[config.mk]
export PLATFORM = sky130hd
export DESIGN_NAME = ell_link_loss
export DESIGN_NICKNAME = d
export VERILOG_FILES = /design/src/shared/ell_pkg.sv /design/src/design/ell_slot_rank.sv /design/src/design/ell_client_limit.sv /design/src/design/ell_link_loss.sv
export VERILOG_INCLUDE_DIRS = /design/src /design/src/shared
export SDC_FILE = /design/constraint.sdc
export NUM_CORES = 1
export LEC_CHECK = 0
export ABC_AREA = 1
export BUFFER_PORTS_ARGS = -buffer_cell sky130_fd_sc_hd__buf_4
export CAP_MARGIN = 25
export CELL_PAD_IN_SITES_DETAIL_PLACEMENT = 1
export CELL_PAD_IN_SITES_GLOBAL_PLACEMENT = 1
export CORE_UTILIZATION = 47
export CTS_CLUSTER_SIZE = 10
export DETAILED_ROUTE_END_ITERATION = 10
export PLACE_DENSITY = 0.93
export SYNTH_ARGS = -nofsm -noshare
export SYNTH_HDL_FRONTEND = slang
export SYNTH_HIERARCHICAL = 1
export SYNTH_SLANG_ARGS = --single-unit
export TNS_END_PERCENT = 1
[constraint.sdc]
create_clock -name pclk -period 3.5 [get_ports pclk]
set_input_delay 0.175 -clock pclk [delete_from_list [all_inputs] [get_ports pclk]]
set_output_delay 0.175 -clock pclk [all_outputs]
set_load 0.005 [all_outputs]
[src/shared/ell_defines.svh]
// register offsets, field positions, reset values and codes of the link loss policy block
// assumes a 32-bit apb slave decoding pAddr[11:0]
`ifndef ELL_DEFINES_SVH
`define ELL_DEFINES_SVH

// ==========================================================
// register offsets
`define ELL_ADDR_PORT1_ACT  12'h000
`define ELL_ADDR_PORT2_ACT  12'h004
`define ELL_ADDR_STOP_MODE  12'h008
`define ELL_ADDR_SLOT0      12'h00C
`define ELL_ADDR_SLOT1      12'h010
`define ELL_ADDR_SLOT2      12'h014
`define ELL_ADDR_SLOT3      12'h018
`define ELL_ADDR_SLOT_EFF   12'h01C
`define ELL_ADDR_LINK_STAT  12'h020
`define ELL_ADDR_INT_STAT   12'h024
`define ELL_ADDR_INT_EN     12'h028
`define ELL_ADDR_INT_CLR    12'h02C

// ==========================================================
// reset values
`define ELL_RST_PORT1_ACT   2'h3
`define ELL_RST_PORT2_ACT   16'h270F
`define ELL_RST_STOP_MODE   2'h0
`define ELL_RST_SLOT0       16'h1389
`define ELL_RST_SLOT1       16'hB0B5
`define ELL_RST_SLOT2       16'hB0B6
`define ELL_RST_SLOT3       16'h270F

// ==========================================================
// action and combining codes
`define ELL_ACT_OFF         2'h0
`define ELL_ACT_WARN        2'h1
`define ELL_ACT_ALARM       2'h2
`define ELL_ACT_FAULT       2'h3
`define ELL_P2_BOTH         16'h22B8
`define ELL_P2_EITHER       16'h270F
`define ELL_P2_MAX_OWN      16'h0003
`define ELL_STOP_ALARM      2'h0

// ==========================================================
// protocol slot codes and client limits
`define ELL_CODE_NONE       16'h270F
`define ELL_CODE_MODBUS     16'h01F6
`define ELL_CODE_5000       16'h1388
`define ELL_CODE_5001       16'h1389
`define ELL_CODE_5002       16'h138A
`define ELL_CODE_5006       16'h138E
`define ELL_CODE_5007       16'h138F
`define ELL_CODE_5008       16'h1390
`define ELL_CODE_5010       16'h1392
`define ELL_CODE_5011       16'h1393
`define ELL_CODE_5012       16'h1394
`define ELL_CODE_5013       16'h1395
`define ELL_LIM_NONE        3'h0
`define ELL_LIM_MODBUS      3'h3
`define ELL_LIM_TCP         3'h2

// ==========================================================
// interrupt bit positions
`define ELL_IRQ_WARN        0
`define ELL_IRQ_FAULT       1
`define ELL_IRQ_REFUSE      2

`endif

[src/shared/ell_pkg.sv]
// types shared by the link loss policy block
// constants live in ell_defines.svh
package ell_pkg;

  typedef enum logic [1:0]
  {
    ELL_OK    = 2'b00,
    ELL_WARN  = 2'b01,
    ELL_FAULT = 2'b11
  } ell_loss_e;

  typedef logic [15:0] ell_code_t;
  typedef logic [2:0]  ell_key_t;
  typedef logic [2:0]  ell_cnt_t;

  localparam ell_key_t ELL_KEY_NONE = 3'h0;
  localparam ell_key_t ELL_KEY_OTHER = 3'h6;

  typedef struct packed
  {
    logic [3:0]           eff;
    logic [3:0][2:0]      limit;
  } ell_rank_s;

  typedef struct packed
  {
    logic [3:0][2:0]      count;
  } ell_cli_s;

endpackage : ell_pkg

[src/design/ell_slot_rank.sv]
// ranks the four protocol slots and derives the client limit of each
// assumes slot codes are static register values from the owning block
`timescale 1ns/1ps
`default_nettype none
`include "ell_defines.svh"

module ell_slot_rank
  import ell_pkg::*;
(
  // clock and reset
  input  wire logic              pclk,
  input  wire logic              presetn,
  // slot codes
  input  wire logic [3:0][15:0]  slot_code,
  // ranking
  output logic [3:0]             slot_effective,
  output logic [3:0][2:0]        slot_limit
);

  ell_rank_s st;
  ell_rank_s next_st;

  // ==========================================================
  // application and transport key
  function automatic ell_key_t ell_key(input ell_code_t c);
    case (c)
      `ELL_CODE_NONE:   ell_key = ELL_KEY_NONE;
      `ELL_CODE_MODBUS: ell_key = 3'h1;
      `ELL_CODE_5000, `ELL_CODE_5001, `ELL_CODE_5006, `ELL_CODE_5008: ell_key = 3'h2;
      `ELL_CODE_5002, `ELL_CODE_5007: ell_key = 3'h3;
      `ELL_CODE_5010, `ELL_CODE_5011: ell_key = 3'h4;
      `ELL_CODE_5012, `ELL_CODE_5013: ell_key = 3'h5;
      default:          ell_key = ELL_KEY_OTHER;
    endcase
  endfunction : ell_key

  // ==========================================================
  // ranking
  always_comb
  begin
    logic dup;
    ell_key_t ki;
    dup = 1'b0;
    ki = ELL_KEY_NONE;
    next_st = st;
    for (int i = 0; i < 4; i++)
    begin
      ki = ell_key(slot_code[i]);
      dup = 1'b0;
      // [RULE_09] earlier slot wins
      for (int j = 0; j < i; j++)
      begin
        if ((ki != ELL_KEY_OTHER && ki == ell_key(slot_code[j])) || slot_code[i] == slot_code[j])
          dup = 1'b1;
      end
      next_st.eff[i] = (ki != ELL_KEY_NONE) && !dup;
      // [RULE_10] per protocol limit
      case (ki)
        3'h1:         next_st.limit[i] = `ELL_LIM_MODBUS;
        3'h3, 3'h5:   next_st.limit[i] = `ELL_LIM_TCP;
        default:      next_st.limit[i] = `ELL_LIM_NONE;
      endcase
    end
  end

  always_ff @(posedge pclk or negedge presetn)
  begin
    if (!presetn)
      st <= '0;
    else
      st <= next_st;
  end

  assign slot_effective = st.eff;
  assign slot_limit     = st.limit;

endmodule : ell_slot_rank
`default_nettype wire

[src/design/ell_client_limit.sv]
// counts open clients per slot and refuses those beyond the limit
// assumes open and close requests are one-cycle pulses
`timescale 1ns/1ps
`default_nettype none
`include "ell_defines.svh"

module ell_client_limit
  import ell_pkg::*;
(
  // clock and reset
  input  wire logic              pclk,
  input  wire logic              presetn,
  // slot ranking
  input  wire logic [3:0]        slot_effective,
  input  wire logic [3:0][2:0]   slot_limit,
  input  wire logic              drive_reset,
  // client requests
  input  wire logic [3:0]        open_req,
  input  wire logic [3:0]        close_req,
  output logic [3:0]             open_accept,
  output logic                   open_refused,
  output logic [3:0][2:0]        client_count
);

  ell_cli_s st;
  ell_cli_s next_st;

  // ==========================================================
  // admission
  always_comb
  begin
    next_st = st;
    open_refused = 1'b0;
    for (int i = 0; i < 4; i++)
    begin
      // [RULE_10] refuse beyond limit
      open_accept[i] = open_req[i] && slot_effective[i] && !drive_reset
                       && (slot_limit[i] == `ELL_LIM_NONE || st.count[i] < slot_limit[i]);
      if (open_req[i] && !open_accept[i])
        open_refused = 1'b1;
      // unlimited slots do not count, so their counter stays at zero
      if (open_accept[i] && slot_limit[i] != `ELL_LIM_NONE && !close_req[i])
        next_st.count[i] = st.count[i] + 3'h1;
      else if (close_req[i] && !open_accept[i] && st.count[i] != 3'h0)
        next_st.count[i] = st.count[i] - 3'h1;
      // [RULE_11] reset closes tcp
      if (drive_reset || !slot_effective[i])
        next_st.count[i] = 3'h0;
    end
  end

  always_ff @(posedge pclk or negedge presetn)
  begin
    if (!presetn)
      st <= '0;
    else
      st <= next_st;
  end

  assign client_count = st.count;

endmodule : ell_client_limit
`default_nettype wire

[src/design/ell_link_loss.sv]
// link loss policy with apb registers, protocol slots and client limits
// assumes link, drive state and client inputs are synchronous to pclk
//
// Chosen here: register access over APB and the placing of the registers.
`timescale 1ns/1ps
`default_nettype none
`include "ell_defines.svh"

// How it works
// [RULE_01] watch each port for signal loss
// [RULE_02] port1 action 0 off, 1 warn, 2 alarm
// [RULE_03] action 3, the default, trips fault
// [RULE_04] fault alarm follows stop mode setting
// [RULE_05] no fault while stopped or resetting
// [RULE_06] 8888 applies port1 action on both lost
// [RULE_07] 9999 applies port1 action on either lost
// [RULE_08] cyclic network trips fault on any loss
// [RULE_09] duplicate slots: lower slot number wins
// [RULE_10] client limits 3, 2 or unlimited
// [RULE_11] drive reset closes open tcp connections
// [RULE_12] integrator sets stop mode or per-port actions
// [RULE_13] port2 codes 0 to 3 act independently
// [RULE_14] warning and alarm clear when link returns
module ell_link_loss
  import ell_pkg::*;
(
  // clock and reset
  input  wire logic              pclk,
  input  wire logic              presetn,
  // apb slave
  input  wire logic              psel,
  input  wire logic              penable,
  input  wire logic              pwrite,
  input  wire logic [11:0]       paddr,
  input  wire logic [31:0]       pwdata,
  output logic                   pready,
  output logic [31:0]            prdata,
  output logic                   pslverr,
  // link and drive state
  input  wire logic              link_up_p1,
  input  wire logic              link_up_p2,
  input  wire logic              drive_stopped,
  input  wire logic              drive_reset,
  input  wire logic              cyclic_active,
  // clients
  input  wire logic [3:0]        open_req,
  input  wire logic [3:0]        close_req,
  output logic [3:0]             open_accept,
  // indications
  output logic                   link_loss_warning,
  output logic                   link_loss_fault,
  output logic                   alarm_output,
  output logic                   irq
);

  // ==========================================================
  // state
  typedef struct packed
  {
    logic [1:0]       port1_loss_action;
    logic [15:0]      port2_loss_action;
    logic [1:0]       comm_error_stop_mode;
    logic [3:0][15:0] protocol_slot_select;
    logic [2:0]       int_stat;
    logic [2:0]       int_en;
    ell_loss_e        loss;
    logic             alarm;
    logic [31:0]      rdata;
    logic             err;
  } ell_top_s;

  ell_top_s st;
  ell_top_s next_st;

  logic [3:0]        slot_effective;
  logic [3:0][2:0]   slot_limit;
  logic [3:0][2:0]   client_count;
  logic              open_refused;

  // ==========================================================
  // slot ranking and client admission
  ell_slot_rank u_rank
  (
    .pclk            (pclk),
    .presetn         (presetn),
    .slot_code       (st.protocol_slot_select),
    .slot_effective  (slot_effective),
    .slot_limit      (slot_limit)
  );

  ell_client_limit u_cli
  (
    .pclk            (pclk),
    .presetn         (presetn),
    .slot_effective  (slot_effective),
    .slot_limit      (slot_limit),
    .drive_reset     (drive_reset),
    .open_req        (open_req),
    .close_req       (close_req),
    .open_accept     (open_accept),
    .open_refused    (open_refused),
    .client_count    (client_count)
  );

  // ==========================================================
  // loss evaluation
  logic              loss1;
  logic              loss2;
  logic              p2_own;
  logic              hit1;
  logic              hit2;
  logic [1:0]        act2;
  logic              want_warn;
  logic              want_alarm;
  logic              want_fault;
  logic              fault_ok;

  always_comb
  begin
    // [RULE_01] loss per port
    loss1 = !link_up_p1;
    loss2 = !link_up_p2;
    p2_own = st.port2_loss_action <= `ELL_P2_MAX_OWN;
    act2 = st.port2_loss_action[1:0];
    hit1 = 1'b0;
    hit2 = 1'b0;
    if (p2_own)
    begin
      // [RULE_13] independent port actions
      hit1 = loss1;
      hit2 = loss2;
    end
    else if (st.port2_loss_action == `ELL_P2_BOTH)
      // [RULE_06] both ports lost
      hit1 = loss1 && loss2;
    else
      // [RULE_07] either port lost
      hit1 = loss1 || loss2;
    // [RULE_02] warn and alarm levels
    want_warn  = (hit1 && st.port1_loss_action != `ELL_ACT_OFF)
                 || (hit2 && act2 != `ELL_ACT_OFF);
    want_alarm = (hit1 && (st.port1_loss_action == `ELL_ACT_ALARM || st.port1_loss_action == `ELL_ACT_FAULT))
                 || (hit2 && (act2 == `ELL_ACT_ALARM || act2 == `ELL_ACT_FAULT));
    // [RULE_03] fault action
    want_fault = (hit1 && st.port1_loss_action == `ELL_ACT_FAULT)
                 || (hit2 && act2 == `ELL_ACT_FAULT);
    // [RULE_08] cyclic overrides settings
    if (cyclic_active && (loss1 || loss2))
      want_fault = 1'b1;
    // [RULE_05] suppressed while stopped
    fault_ok = !drive_stopped && !drive_reset;
  end

  // ==========================================================
  // apb decode
  logic              setup;
  logic              wr_en;
  logic              known;
  logic [31:0]       rd_mux;

  always_comb
  begin
    setup = psel && !penable;
    wr_en = psel && penable && pwrite && !st.err;
    known = 1'b1;
    rd_mux = 32'h0000_0000;
    case (paddr)
      `ELL_ADDR_PORT1_ACT: rd_mux = {30'h0000_0000, st.port1_loss_action};
      `ELL_ADDR_PORT2_ACT: rd_mux = {16'h0000, st.port2_loss_action};
      `ELL_ADDR_STOP_MODE: rd_mux = {30'h0000_0000, st.comm_error_stop_mode};
      `ELL_ADDR_SLOT0:     rd_mux = {16'h0000, st.protocol_slot_select[0]};
      `ELL_ADDR_SLOT1:     rd_mux = {16'h0000, st.protocol_slot_select[1]};
      `ELL_ADDR_SLOT2:     rd_mux = {16'h0000, st.protocol_slot_select[2]};
      `ELL_ADDR_SLOT3:     rd_mux = {16'h0000, st.protocol_slot_select[3]};
      `ELL_ADDR_SLOT_EFF:  rd_mux = {16'h0000, client_count, slot_effective};
      `ELL_ADDR_LINK_STAT: rd_mux = {26'h000_0000, st.loss, st.alarm, cyclic_active, loss2, loss1};
      `ELL_ADDR_INT_STAT:  rd_mux = {29'h0000_0000, st.int_stat};
      `ELL_ADDR_INT_EN:    rd_mux = {29'h0000_0000, st.int_en};
      // clear register is write only
      `ELL_ADDR_INT_CLR:   rd_mux = 32'h0000_0000;
      default:             known = 1'b0;
    endcase
  end

  // ==========================================================
  // next state
  logic [2:0]        events;
  logic [2:0]        clr;

  always_comb
  begin
    next_st = st;
    clr = 3'h0;
    // register writes take effect at the completing access edge
    if (wr_en)
    begin
      case (paddr)
        `ELL_ADDR_PORT1_ACT: next_st.port1_loss_action = pwdata[1:0];
        `ELL_ADDR_PORT2_ACT: next_st.port2_loss_action = pwdata[15:0];
        `ELL_ADDR_STOP_MODE: next_st.comm_error_stop_mode = pwdata[1:0];
        `ELL_ADDR_SLOT0:     next_st.protocol_slot_select[0] = pwdata[15:0];
        `ELL_ADDR_SLOT1:     next_st.protocol_slot_select[1] = pwdata[15:0];
        `ELL_ADDR_SLOT2:     next_st.protocol_slot_select[2] = pwdata[15:0];
        `ELL_ADDR_SLOT3:     next_st.protocol_slot_select[3] = pwdata[15:0];
        `ELL_ADDR_INT_EN:    next_st.int_en = pwdata[2:0];
        `ELL_ADDR_INT_CLR:   clr = pwdata[2:0];
        default:             clr = 3'h0;
      endcase
    end
    // read data and error captured in setup, shown in access
    if (setup)
    begin
      next_st.rdata = pwrite ? 32'h0000_0000 : rd_mux;
      next_st.err   = !known;
    end

    // loss state machine
    case (st.loss)
      ELL_OK:
      begin
        if (want_fault && fault_ok)
          next_st.loss = ELL_FAULT;
        else if (want_warn)
          next_st.loss = ELL_WARN;
      end
      ELL_WARN:
      begin
        if (want_fault && fault_ok)
          next_st.loss = ELL_FAULT;
        // [RULE_14] clears when link returns
        else if (!want_warn)
          next_st.loss = ELL_OK;
      end
      ELL_FAULT:
      begin
        // latched until the drive is reset
        if (drive_reset)
          next_st.loss = ELL_OK;
      end
      default: next_st.loss = ELL_OK;
    endcase

    // [RULE_04] fault alarm per stop mode
    if (next_st.loss == ELL_FAULT)
      next_st.alarm = st.comm_error_stop_mode == `ELL_STOP_ALARM;
    else
      next_st.alarm = want_alarm && !want_fault && next_st.loss == ELL_WARN;

    // set wins over a clear in the same cycle
    events[`ELL_IRQ_WARN]   = next_st.loss == ELL_WARN && st.loss != ELL_WARN;
    events[`ELL_IRQ_FAULT]  = next_st.loss == ELL_FAULT && st.loss != ELL_FAULT;
    events[`ELL_IRQ_REFUSE] = open_refused;
    next_st.int_stat = (st.int_stat & ~clr) | events;
  end

  always_ff @(posedge pclk or negedge presetn)
  begin
    if (!presetn)
    begin
      st <= '0;
      st.port1_loss_action       <= `ELL_RST_PORT1_ACT;
      st.port2_loss_action       <= `ELL_RST_PORT2_ACT;
      st.comm_error_stop_mode    <= `ELL_RST_STOP_MODE;
      st.protocol_slot_select[0] <= `ELL_RST_SLOT0;
      st.protocol_slot_select[1] <= `ELL_RST_SLOT1;
      st.protocol_slot_select[2] <= `ELL_RST_SLOT2;
      st.protocol_slot_select[3] <= `ELL_RST_SLOT3;
      st.loss                    <= ELL_OK;
    end
    else
      st <= next_st;
  end

  // ==========================================================
  // outputs
  assign pready            = 1'b1;
  assign prdata            = st.rdata;
  assign pslverr           = psel && penable && st.err;
  assign link_loss_warning = st.loss == ELL_WARN;
  assign link_loss_fault   = st.loss == ELL_FAULT;
  assign alarm_output      = st.alarm;
  assign irq               = |(st.int_stat & st.int_en);

endmodule : ell_link_loss
`default_nettype wire

Word-level counts from Yosys, hierarchy flattened. Cells that the tools add are included.

Add/sub/neg operators: 8. Order comparisons: 5. Bitwise logic cells: 4. Reductions and logical operators: 158. Equality and inequality tests: 97. Muxes and demuxes: 46.

Operators with widths (number): 16-bit by 13-bit == test with 1-bit output (second input constant) (40); 16-bit one-hot mux with 11 select lines (1); 16-bit == test (6); 16-bit by 14-bit == test with 1-bit output (second input constant) (5); 3-bit one-hot mux with 6 select lines (4); 16-bit by 9-bit == test with 1-bit output (second input constant) (4); 1-bit logical AND (60); 12-bit by 5-bit == test with 1-bit output (second input constant) (4); 12-bit by 6-bit == test with 1-bit output (second input constant) (4); 3-bit nonzero test (16); 3-bit two-way mux (14); 32-bit two-way mux (1); 2-bit OR reduction (16); 12-bit by 4-bit == test with 1-bit output (second input constant) (2); 1-bit zero test (23); 1-bit logical OR (20); 3-bit == test (6); 16-bit by 2-bit less-or-equal comparator with 1-bit output (second input constant) (1); 1-bit two-way mux (16); 2-bit one-hot mux with 2 select lines (4); 2-bit AND reduction (8); 4-bit OR reduction (4); 3-bit by 1-bit adder with 3-bit output (second input constant) (4); 12-bit by 3-bit == test with 1-bit output (second input constant) (1); other kinds (21) (54).

Input port bits: 62. Register bits: 150. Output and inout port bits: 42. Logic and storage cells: 340.

Longest topological paths before layout. Gate-level depths: netlist of the first run.

Depth after elaboration: 13. Gate-level depth with buffers: 17.

Hierarchy. The synthesis of the first run kept the hierarchy.

Modules (own cells, without submodules): ell_link_loss (times used 1, area an instance 5666.7 um^2, cells an instance 723, seq. area each 2802.7 um^2); ell_slot_rank (times used 1, area an instance 3201.8 um^2, cells an instance 565, seq. area each 300.3 um^2); ell_client_limit (times used 1, area an instance 1247.4 um^2, cells an instance 185, seq. area each 300.3 um^2).

Worst setup path after synthesis of the first run. Ideal clock, no wire load.

Kind: register to register. Start point: register u_cli.st, in the netlist u_cli/client_count[1]. End point: register u_cli.st, in the netlist u_cli/client_count[2]. Data required time: 3.383 ns. Path slack: 1.500 ns. Stages on the path, launching flop included: 15. Arrival: 1.883 ns. Path buffers: 0. Path through: dfrtp_1 ha_1 nand2_1 inv_1 nand2_1 nand2_1 nand2_2 nand3_2 fa_1 xor2_1 inv_1 nand2_1 nand2_1 nand2_1 nand2_1.

Cells in the longest elaborated chain, start to end: 7. Elaborated cells between the ends (all ways): 15.

RTL lines: from (decl) (RTL line ell_client_limit.sv:25) `ell_cli_s st;`; from (signal assigned) (RTL line ell_client_limit.sv:57) `st <= next_st;`; 3-bit by 2-bit less-than comparator with 1-bit output (RTL line ell_client_limit.sv:38) `` && (slot_limit[i] == `ELL_LIM_NONE || st.count[i] < slot_limit[i]); ``; 1-bit logical OR (RTL line ell_client_limit.sv:38); 1-bit logical AND (RTL line ell_client_limit.sv:37) `open_accept[i] = open_req[i] && slot_effective[i] && !drive_reset`; 1-bit logical AND (no line) / 1-bit zero test (equally long branches); 1-bit logical AND, on equally long branches (RTL line ell_client_limit.sv:42, ell_client_limit.sv:44); 3-bit two-way mux / 1-bit logical AND (equally long branches) (RTL line ell_client_limit.sv:42, ell_client_limit.sv:44); 3-bit two-way mux / 3-bit nonzero test (equally long branches).

Parallel ways exist; a longest one is shown, timed or not. The select of a mux whose other input is x is not followed. A chain may end at the register's enable or synchronous reset.

Worst setup path after layout of the first run.
Start point: register u_cli.st, in the netlist u_cli/client_count[11]. End point: register u_cli.st, in the netlist u_cli/client_count[11].

Same word-level chain as after synthesis.

==> results of run 1 <==
[repair_timing]
item | 4_1_cts | 5_1_grt
resized for setup | 0 | 0
hold buffers | 1 | 0
hold endpoints to repair | 76 | 0
[layout make-up]
| class | instances | area, sq um |
|---|---|---|
| timing repair buffer | 75 | 589.3 |
| sequential | 134 | 3403 |
| inverter | 153 | 576.8 |
| clock inverter | 6 | 65.06 |
| fill | 2802 | 10020 |
| multi-input combinational | 1112 | 5560 |
| tap | 275 | 344.1 |
| clock buffer | 26 | 529.3 |
[layer usage]
metal	vias to the layer above	GRT usage	share of wire
li1	4675	-	-
met1	5090	0.4522	0.40
met2	467	0.6079	0.47
met3	128	0.06810	0.074
met4	4	0.1923	0.046
met5	-	0	0.00062
[sequential cells by signal (all words and copies together), names as in the netlist]
signal,count
alarm_output,1
u_cli/client_count,12
st,91
u_rank/slot_limit,8
u_rank/slot_effective,4
prdata,16
act2,2
[layout by cell type, fill, tap and decap left out, types with 4 or more instances in the layout]
cell type and count:
conb_1 21, nor4_1 8, o2111ai_1 6, o21ai_1 25, dfrtp_1 94, or2_2 6
nor3_1 17, nand3_2 12, o22ai_1 8, nand2_4 5, clkinvlp_4 4, a21oi_2 4
a21boi_0 4, inv_2 24, inv_1 126, buf_4 72, nand2_1 503, dfstp_2 40
nor2_2 13, o211ai_1 5, xor2_1 35, clkbuf_8 7, nor2_4 7, nor2_1 117
nand3_1 78, xnor2_1 29, clkbuf_16 17, ha_1 8, nand2_2 23, fa_1 4
o21ai_0 88, a21oi_1 21, nand4_1 43
[through the flow]
step | cells | util | setup WS (ns)
2_1_floorplan | 1491 | - | 1.500
3_3_place_gp | 1747 | 0.4949 | 1.261
3_5_place_dp | 1747 | 0.4949 | 1.105
4_1_cts | 1780 | 0.5236 | 0.9995
5_1_grt | 1781 | 0.5249 | 0.8500
6_report | 1781 | 0.5249 | 0.9529
[how the worst min path moves through the flow]
stage                  start      endpoint  slack, ns  cells after the start
2_1_floorplan        presetn  alarm_output      -0.12                      0
3_3_place_gp         presetn       st[119]       0.40                      1
3_5_place_dp         presetn       st[120]       0.40                      1
4_1_cts              penable         st[0]       0.05                      4
5_1_grt          drive_reset        st[35]       0.07                      2
6_report       drive_stopped        st[40]       0.04                      4
[cells by family (layout without fill, tap and decap cells)]
family / count (synthesis) / after routing
AO/OA/AOI/OAI: 170 / 170
XOR/XNOR: 64 / 64
adder cells (fa/ha/maj): 12 / 12
buffers and inverters: 245 / 260
flip-flops: 134 / 134
other: 3 / 21
AND/OR/NAND/NOR: 845 / 845
[synth_stat cells (12+ instances only)]
cell,instances,area share
nor2_1,117,0.043
nand3_2,12,0.012
nor2_2,13,0.0080
o21ai_0,88,0.044
xnor2_1,29,0.025
o21ai_1,25,0.012
xor2_1,35,0.030
dfrtp_1,94,0.23
dfstp_2,40,0.10
a21oi_1,21,0.010
nor3_1,17,0.0084
nand3_1,78,0.039
nand2_1,503,0.19
buf_2,25,0.012
inv_2,24,0.0089
inv_1,126,0.047
nand2_2,23,0.014
nand4_1,43,0.027
buf_4,47,0.035
[power groups by stage]
| stage | Combinational, mW | Clock, mW | Sequential [mW] |
|---|---|---|---|
| floorplan | 0.147 | 0 | 1.61 |
| global placement | 0.240 | 0 | 1.61 |
| detailed placement | 0.263 | 0 | 1.61 |
| CTS | 0.267 | 1.83 | 1.59 |
| global route | 0.301 | 1.89 | 1.59 |
| finish | 0.275 | 1.83 | 1.59 |
[worst max-delay path, stage by stage, from the launching register on]
cell and delay [ns]:
dfrtp_1 0.51, ha_1 0.32, nand2_1 0.10, inv_1 0.05
nand2_1 0.06, nand2_1 0.06, nand2_2 0.12, nand3_4 0.14
fa_1 0.45, xor2_1 0.27, inv_1 0.09, nand2_1 0.09
nand2_1 0.05, nand2_1 0.06, nand2_1 0.05
==> results.sh, run 1 <==
export IMPL_synth_edf_count=0
export IMPL_drv_cap=0
export IMPL_cts_num_sinks=134
export IMPL_chipWidth_um=148.7
export IMPL_crit_path_start_kind="flop"
export IMPL_avgViaCountPerCell=5.819
export IMPL_drive_above_1_share=0.1660
export IMPL_final_cell_area_sq_um=11070
export IMPL_antenna_cells=0
export IMPL_crit_path_end_kind="flop"
export IMPL_first_pass_iters=5
export IMPL_synthSimpleGateAreaFrac=0.3734
export IMPL_fin_crit_sh=0.7278
export IMPL_clkTransAtPathRegs_ns=0.06
export IMPL_dieArea_sq_um=22110
export IMPL_crit_path_start="u_cli/client_count[11]"
export IMPL_grt_pass1_vias=10889
export IMPL_ant_nets=0
export IMPL_fmax_ghz=0.3926
export IMPL_avgSynthCellArea_sq_um=6.868
export IMPL_syn_inst=1473
export IMPL_status="finished, final reports clean"
export IMPL_core_area_sq_um=21090
export IMPL_num_io_pins=104
export IMPL_required_ns=3.82
export IMPL_ys_flop_type="dfrtp_1"
export IMPL_globalRouteTotalUtil=0.3664
export IMPL_placed_area_sq_um=10440
export IMPL_gr_total_overflow=0
export IMPL_antenna_found_initial=2
export IMPL_synth_xor_xnor_area_share=0.05541
export IMPL_synth_seq_cells=134
export IMPL_whs_ns=0.04437
export IMPL_synth_area_sq_um=10120
export IMPL_p_sw_frac=0.2514
export IMPL_port_buffer_count=70
export IMPL_vias=10364
export IMPL_initial_core_util=0.4797
export IMPL_muxShareOfSynthArea=0
export IMPL_final_setup_skew_ns=0.01420
export IMPL_grt_pass1_wl_um=60860
export IMPL_cp_max_fo=7
export IMPL_wl_per_cell_um=21.89
export IMPL_synth_compound_area_share=0.09524
export IMPL_syn_to_final_growth_pct=9.412
export IMPL_slew_headroom=0.5404
export IMPL_setup_violations=0
export IMPL_sequentialPowerShare=0.429
export IMPL_min_period_ns=2.547
export IMPL_hold_class="in2reg"
export IMPL_reg2regPathDepth=14
export IMPL_cts_htree_levels=4
export IMPL_routed_wl_um=38990
export IMPL_die_h_um=148.7
export IMPL_gp_congestion=0.9672
export IMPL_endpoint="u_cli/client_count[11]"
export IMPL_row_count=53
export IMPL_dp_final_hpwl_um=28110
export IMPL_synth_fa_ha_area_frac=0.01781
export IMPL_power_frac_comb=0.074
export IMPL_total_power_mw=3.698
export IMPL_tns_ns=0
export IMPL_cts_root_buf="clkbuf_16"
export IMPL_drv_slew=0
export IMPL_p_clk_frac=0.496
export IMPL_grt_max_degree=116
export IMPL_first_iter_violations=817
export IMPL_cts_setup_buffers=0
export IMPL_route_detailed_drc=0
export IMPL_reg2reg_from="u_cli/client_count[11]"
export IMPL_worstPathArrival_ns=2.87
export IMPL_power_switching_mw=0.9295
export IMPL_synth_top_family_by_area="simple AND/OR/NAND/NOR gates"
export IMPL_yosys_warnings=6
export IMPL_numCtsBuffers=17
export IMPL_p_per_area_nw_per_um2=334.1
export IMPL_rsz0062_at_grt="false"
export IMPL_rrSetupSlack_ns=0.95
export IMPL_tightest_slew_ns=0.6886
export IMPL_yosysSeqAreaShare=0.3364
export IMPL_peakVddDrop_mv=0.3608
export IMPL_clockBufferDepth=2
export IMPL_r2r_end="u_cli/client_count[11]"
export IMPL_hold_violations=0
export IMPL_total_leakage_power_nw=5.516
export IMPL_critPathKind="reg2reg"
export IMPL_p_int_mw=2.768
export IMPL_clk_latency_ns=0.44
export IMPL_fin_nets=1567
export IMPL_synthDistinctLibCells=55
export IMPL_async_flop_share=1.000
export IMPL_cts_tree="done"
(Power assumes the default switching activity.)
==> run 2: changes to the inputs <==
--- a/config.mk
+++ b/config.mk
@@ -11,10 +11,10 @@
 export CAP_MARGIN = 25
 export CELL_PAD_IN_SITES_DETAIL_PLACEMENT = 1
 export CELL_PAD_IN_SITES_GLOBAL_PLACEMENT = 1
-export CORE_UTILIZATION = 47
+export CORE_UTILIZATION = 39
 export CTS_CLUSTER_SIZE = 10
 export DETAILED_ROUTE_END_ITERATION = 10
-export PLACE_DENSITY = 0.93
+export PLACE_DENSITY = 0.83
 export SYNTH_ARGS = -nofsm -noshare
 export SYNTH_HDL_FRONTEND = slang
 export SYNTH_HIERARCHICAL = 1
==> constraint.sdc (replaced) <==
create_clock -name pclk -period 2.2 [get_ports pclk]
set_input_delay 0.11 -clock pclk [delete_from_list [all_inputs] [get_ports pclk]]
set_output_delay 0.11 -clock pclk [all_outputs]
set_load 0.005 [all_outputs]
==> results.sh, run 2 (same netlist as run 1, synthesis figures left out) <==
export IMPL_cp_common_cell="nand2_1"
export IMPL_slowest_delay_ns=0.41
export IMPL_power_frac_comb=0.078
export IMPL_drv_slew=0
export IMPL_tns_ns=0
export IMPL_final_setup_skew_ns=0.01035
export IMPL_placed_area_sq_um=11110
export IMPL_reg2regPathDepth=15
export IMPL_globalRouteTotalUtil=0.3056
export IMPL_syn_to_final_growth_pct=17.49
export IMPL_crit_path_top_delay_cell="dfrtp_1"
export IMPL_port_buffer_count=70
export IMPL_cts_root_buf="clkbuf_16"
export IMPL_hold_violations=0
export IMPL_fin_nets=1650
export IMPL_total_power_mw=6.246
export IMPL_routed_wl_um=39450
export IMPL_tightest_slew_ns=0.6757
export IMPL_largest_reg_flops=91
export IMPL_sequentialPowerShare=0.402
export IMPL_required_ns=2.52
export IMPL_peakVddDrop_mv=0.5267
export IMPL_p_per_area_nw_per_um2=525.5
export IMPL_drive_above_1_share=0.2190
export IMPL_chipWidth_um=163.1
export IMPL_setup_violations=0
export IMPL_dieArea_sq_um=26590
export IMPL_layout_cells_most_common="nand2_1"
export IMPL_most_common_layout_cells="502 x nand2_1, 153 x buf_4, 126 x inv_1"
export IMPL_fmax_ghz=0.4604
export IMPL_min_period_ns=2.172
export IMPL_vias=10408
export IMPL_hold_class="in2reg"
export IMPL_dp_cells=1881
export IMPL_initial_core_util=0.3994
export IMPL_critPathKind="reg2reg"
export IMPL_antenna_cells=0
export IMPL_route_detailed_drc=0
export IMPL_num_io_pins=104
export IMPL_die_h_um=163.1
export IMPL_numCtsBuffers=17
export IMPL_rsz0062_at_grt="true"
export IMPL_cp_max_fo=3
export IMPL_p_int_mw=4.713
export IMPL_p_clk_frac=0.519
export IMPL_clk_latency_ns=0.43
export IMPL_cp_cell_sequence="inv_1 -> ha_1 -> nand2_1 -> inv_1 -> nand2_1 -> nand2_1 -> nand2_2 -> nand3_2 -> fa_2 -> xor2_2 -> inv_1 -> nand2_1 -> nand2_1 -> nand2_1 -> nand2_1"
export IMPL_grt_pass1_vias=10762
export IMPL_cts_tree="done"
export IMPL_row_count=58
export IMPL_status="finished, final reports clean"
export IMPL_regMostFlops="st"
export IMPL_crit_path_start_kind="flop"
export IMPL_dp_final_hpwl_um=30390
export IMPL_hold_depth=3
export IMPL_power_switching_mw=1.533
export IMPL_final_util=0.4693
export IMPL_drv_cap=0
export IMPL_clkTransAtPathRegs_ns=0.07
export IMPL_stdcell_count=1919
export IMPL_first_pass_iters=5
export IMPL_ant_nets=0
export IMPL_cts_num_sinks=134
export IMPL_wl_per_cell_um=20.56
export IMPL_cts_htree_levels=4
export IMPL_total_leakage_power_nw=5.980
export IMPL_first_iter_violations=705
export IMPL_grt_pass1_wl_um=60950
export IMPL_antenna_found_initial=2
export IMPL_worstPathArrival_ns=2.49
export IMPL_crit_path_end_kind="flop"
export IMPL_fin_crit_sh=0.9873
export IMPL_avgViaCountPerCell=5.424
export IMPL_grt_max_degree=56
export IMPL_gr_total_overflow=0
export IMPL_nFillCells=3291
export IMPL_core_area_sq_um=25330
export IMPL_final_cell_area_sq_um=11890
export IMPL_gp_congestion=0.9923
export IMPL_p_sw_frac=0.2454
export IMPL_clockBufferDepth=2
export IMPL_slew_headroom=0.5479
run 2: timing repair:
item | CTS | global route
pin swaps | 2 | 1
hold buffers | 3 | 0
hold endpoints to repair | 40 | 0
gates resized for setup | 0 | 17
endpoints found under the setup margin | 2 | 7
setup buffers | 0 | 3
run 2: power by group through the flow:
stage	sequential, mW	combinational, mW	clock (mW)
6_report	2.51	0.489	3.24
3_5_place_dp	2.55	0.453	0
5_1_grt	2.51	0.532	3.35
3_3_place_gp	2.55	0.426	0
2_1_floorplan	2.56	0.234	0
4_1_cts	2.51	0.471	3.26
run 2: metrics by stage:
step	worst slack, ns	hold WS (ns)
floorplan	0.2002	-0.1856
global placement	0.1078	0.1094
detailed placement	0.01236	0.1109
CTS	0.01803	0.0009034
global route	-0.07656	0.009559
finish	0.02789	0.008204
run 2: cell type report:
type / count / area [sq um] / area share
Clock inverter: 12 / 201.4 / 0.01695
Inverter: 153 / 576.8 / 0.04853
Tap cell: 330 / 412.9 / 0.03474
Timing Repair Buffer: 158 / 1210 / 0.1018
Clock buffer: 20 / 446.7 / 0.03758
Multi-Input combinational cell: 1112 / 5633 / 0.4739
Sequential cell: 134 / 3405 / 0.2865
run 2: worst paths after layout:
kind | from | end | slack [ns]
worst max-delay path | u_rank/slot_limit[1] | u_cli/client_count[2] | 0.03
max in group asynchronous | presetn | st[87] | 1.23
min in group asynchronous | presetn | prdata[0] | 0.21
worst max register to register | u_rank/slot_limit[1] | u_cli/client_count[2] | 0.03
worst min register to register | prdata[14] | prdata[14] | 0.48
worst min-delay path | pwdata[14] | st[56] | 0.008
run 2: worst max-delay path, delay by kind of cell (launching register included):
family        cells  cell delay [ns]
flops             1             0.41
buf+inv           3             0.17
fa+ha+maj         2             0.67
simple gates      9             0.63
xor+xnor          1             0.17
run 2: per-layer routing:
layer | global-route usage | up-vias | wire length [um]
met5 | 0 | - | 23
met4 | 0.1495 | 4 | 1750
met3 | 0.07085 | 97 | 2674
met2 | 0.4878 | 359 | 18240
met1 | 0.3874 | 5119 | 16760
li1 | - | 4829 | -
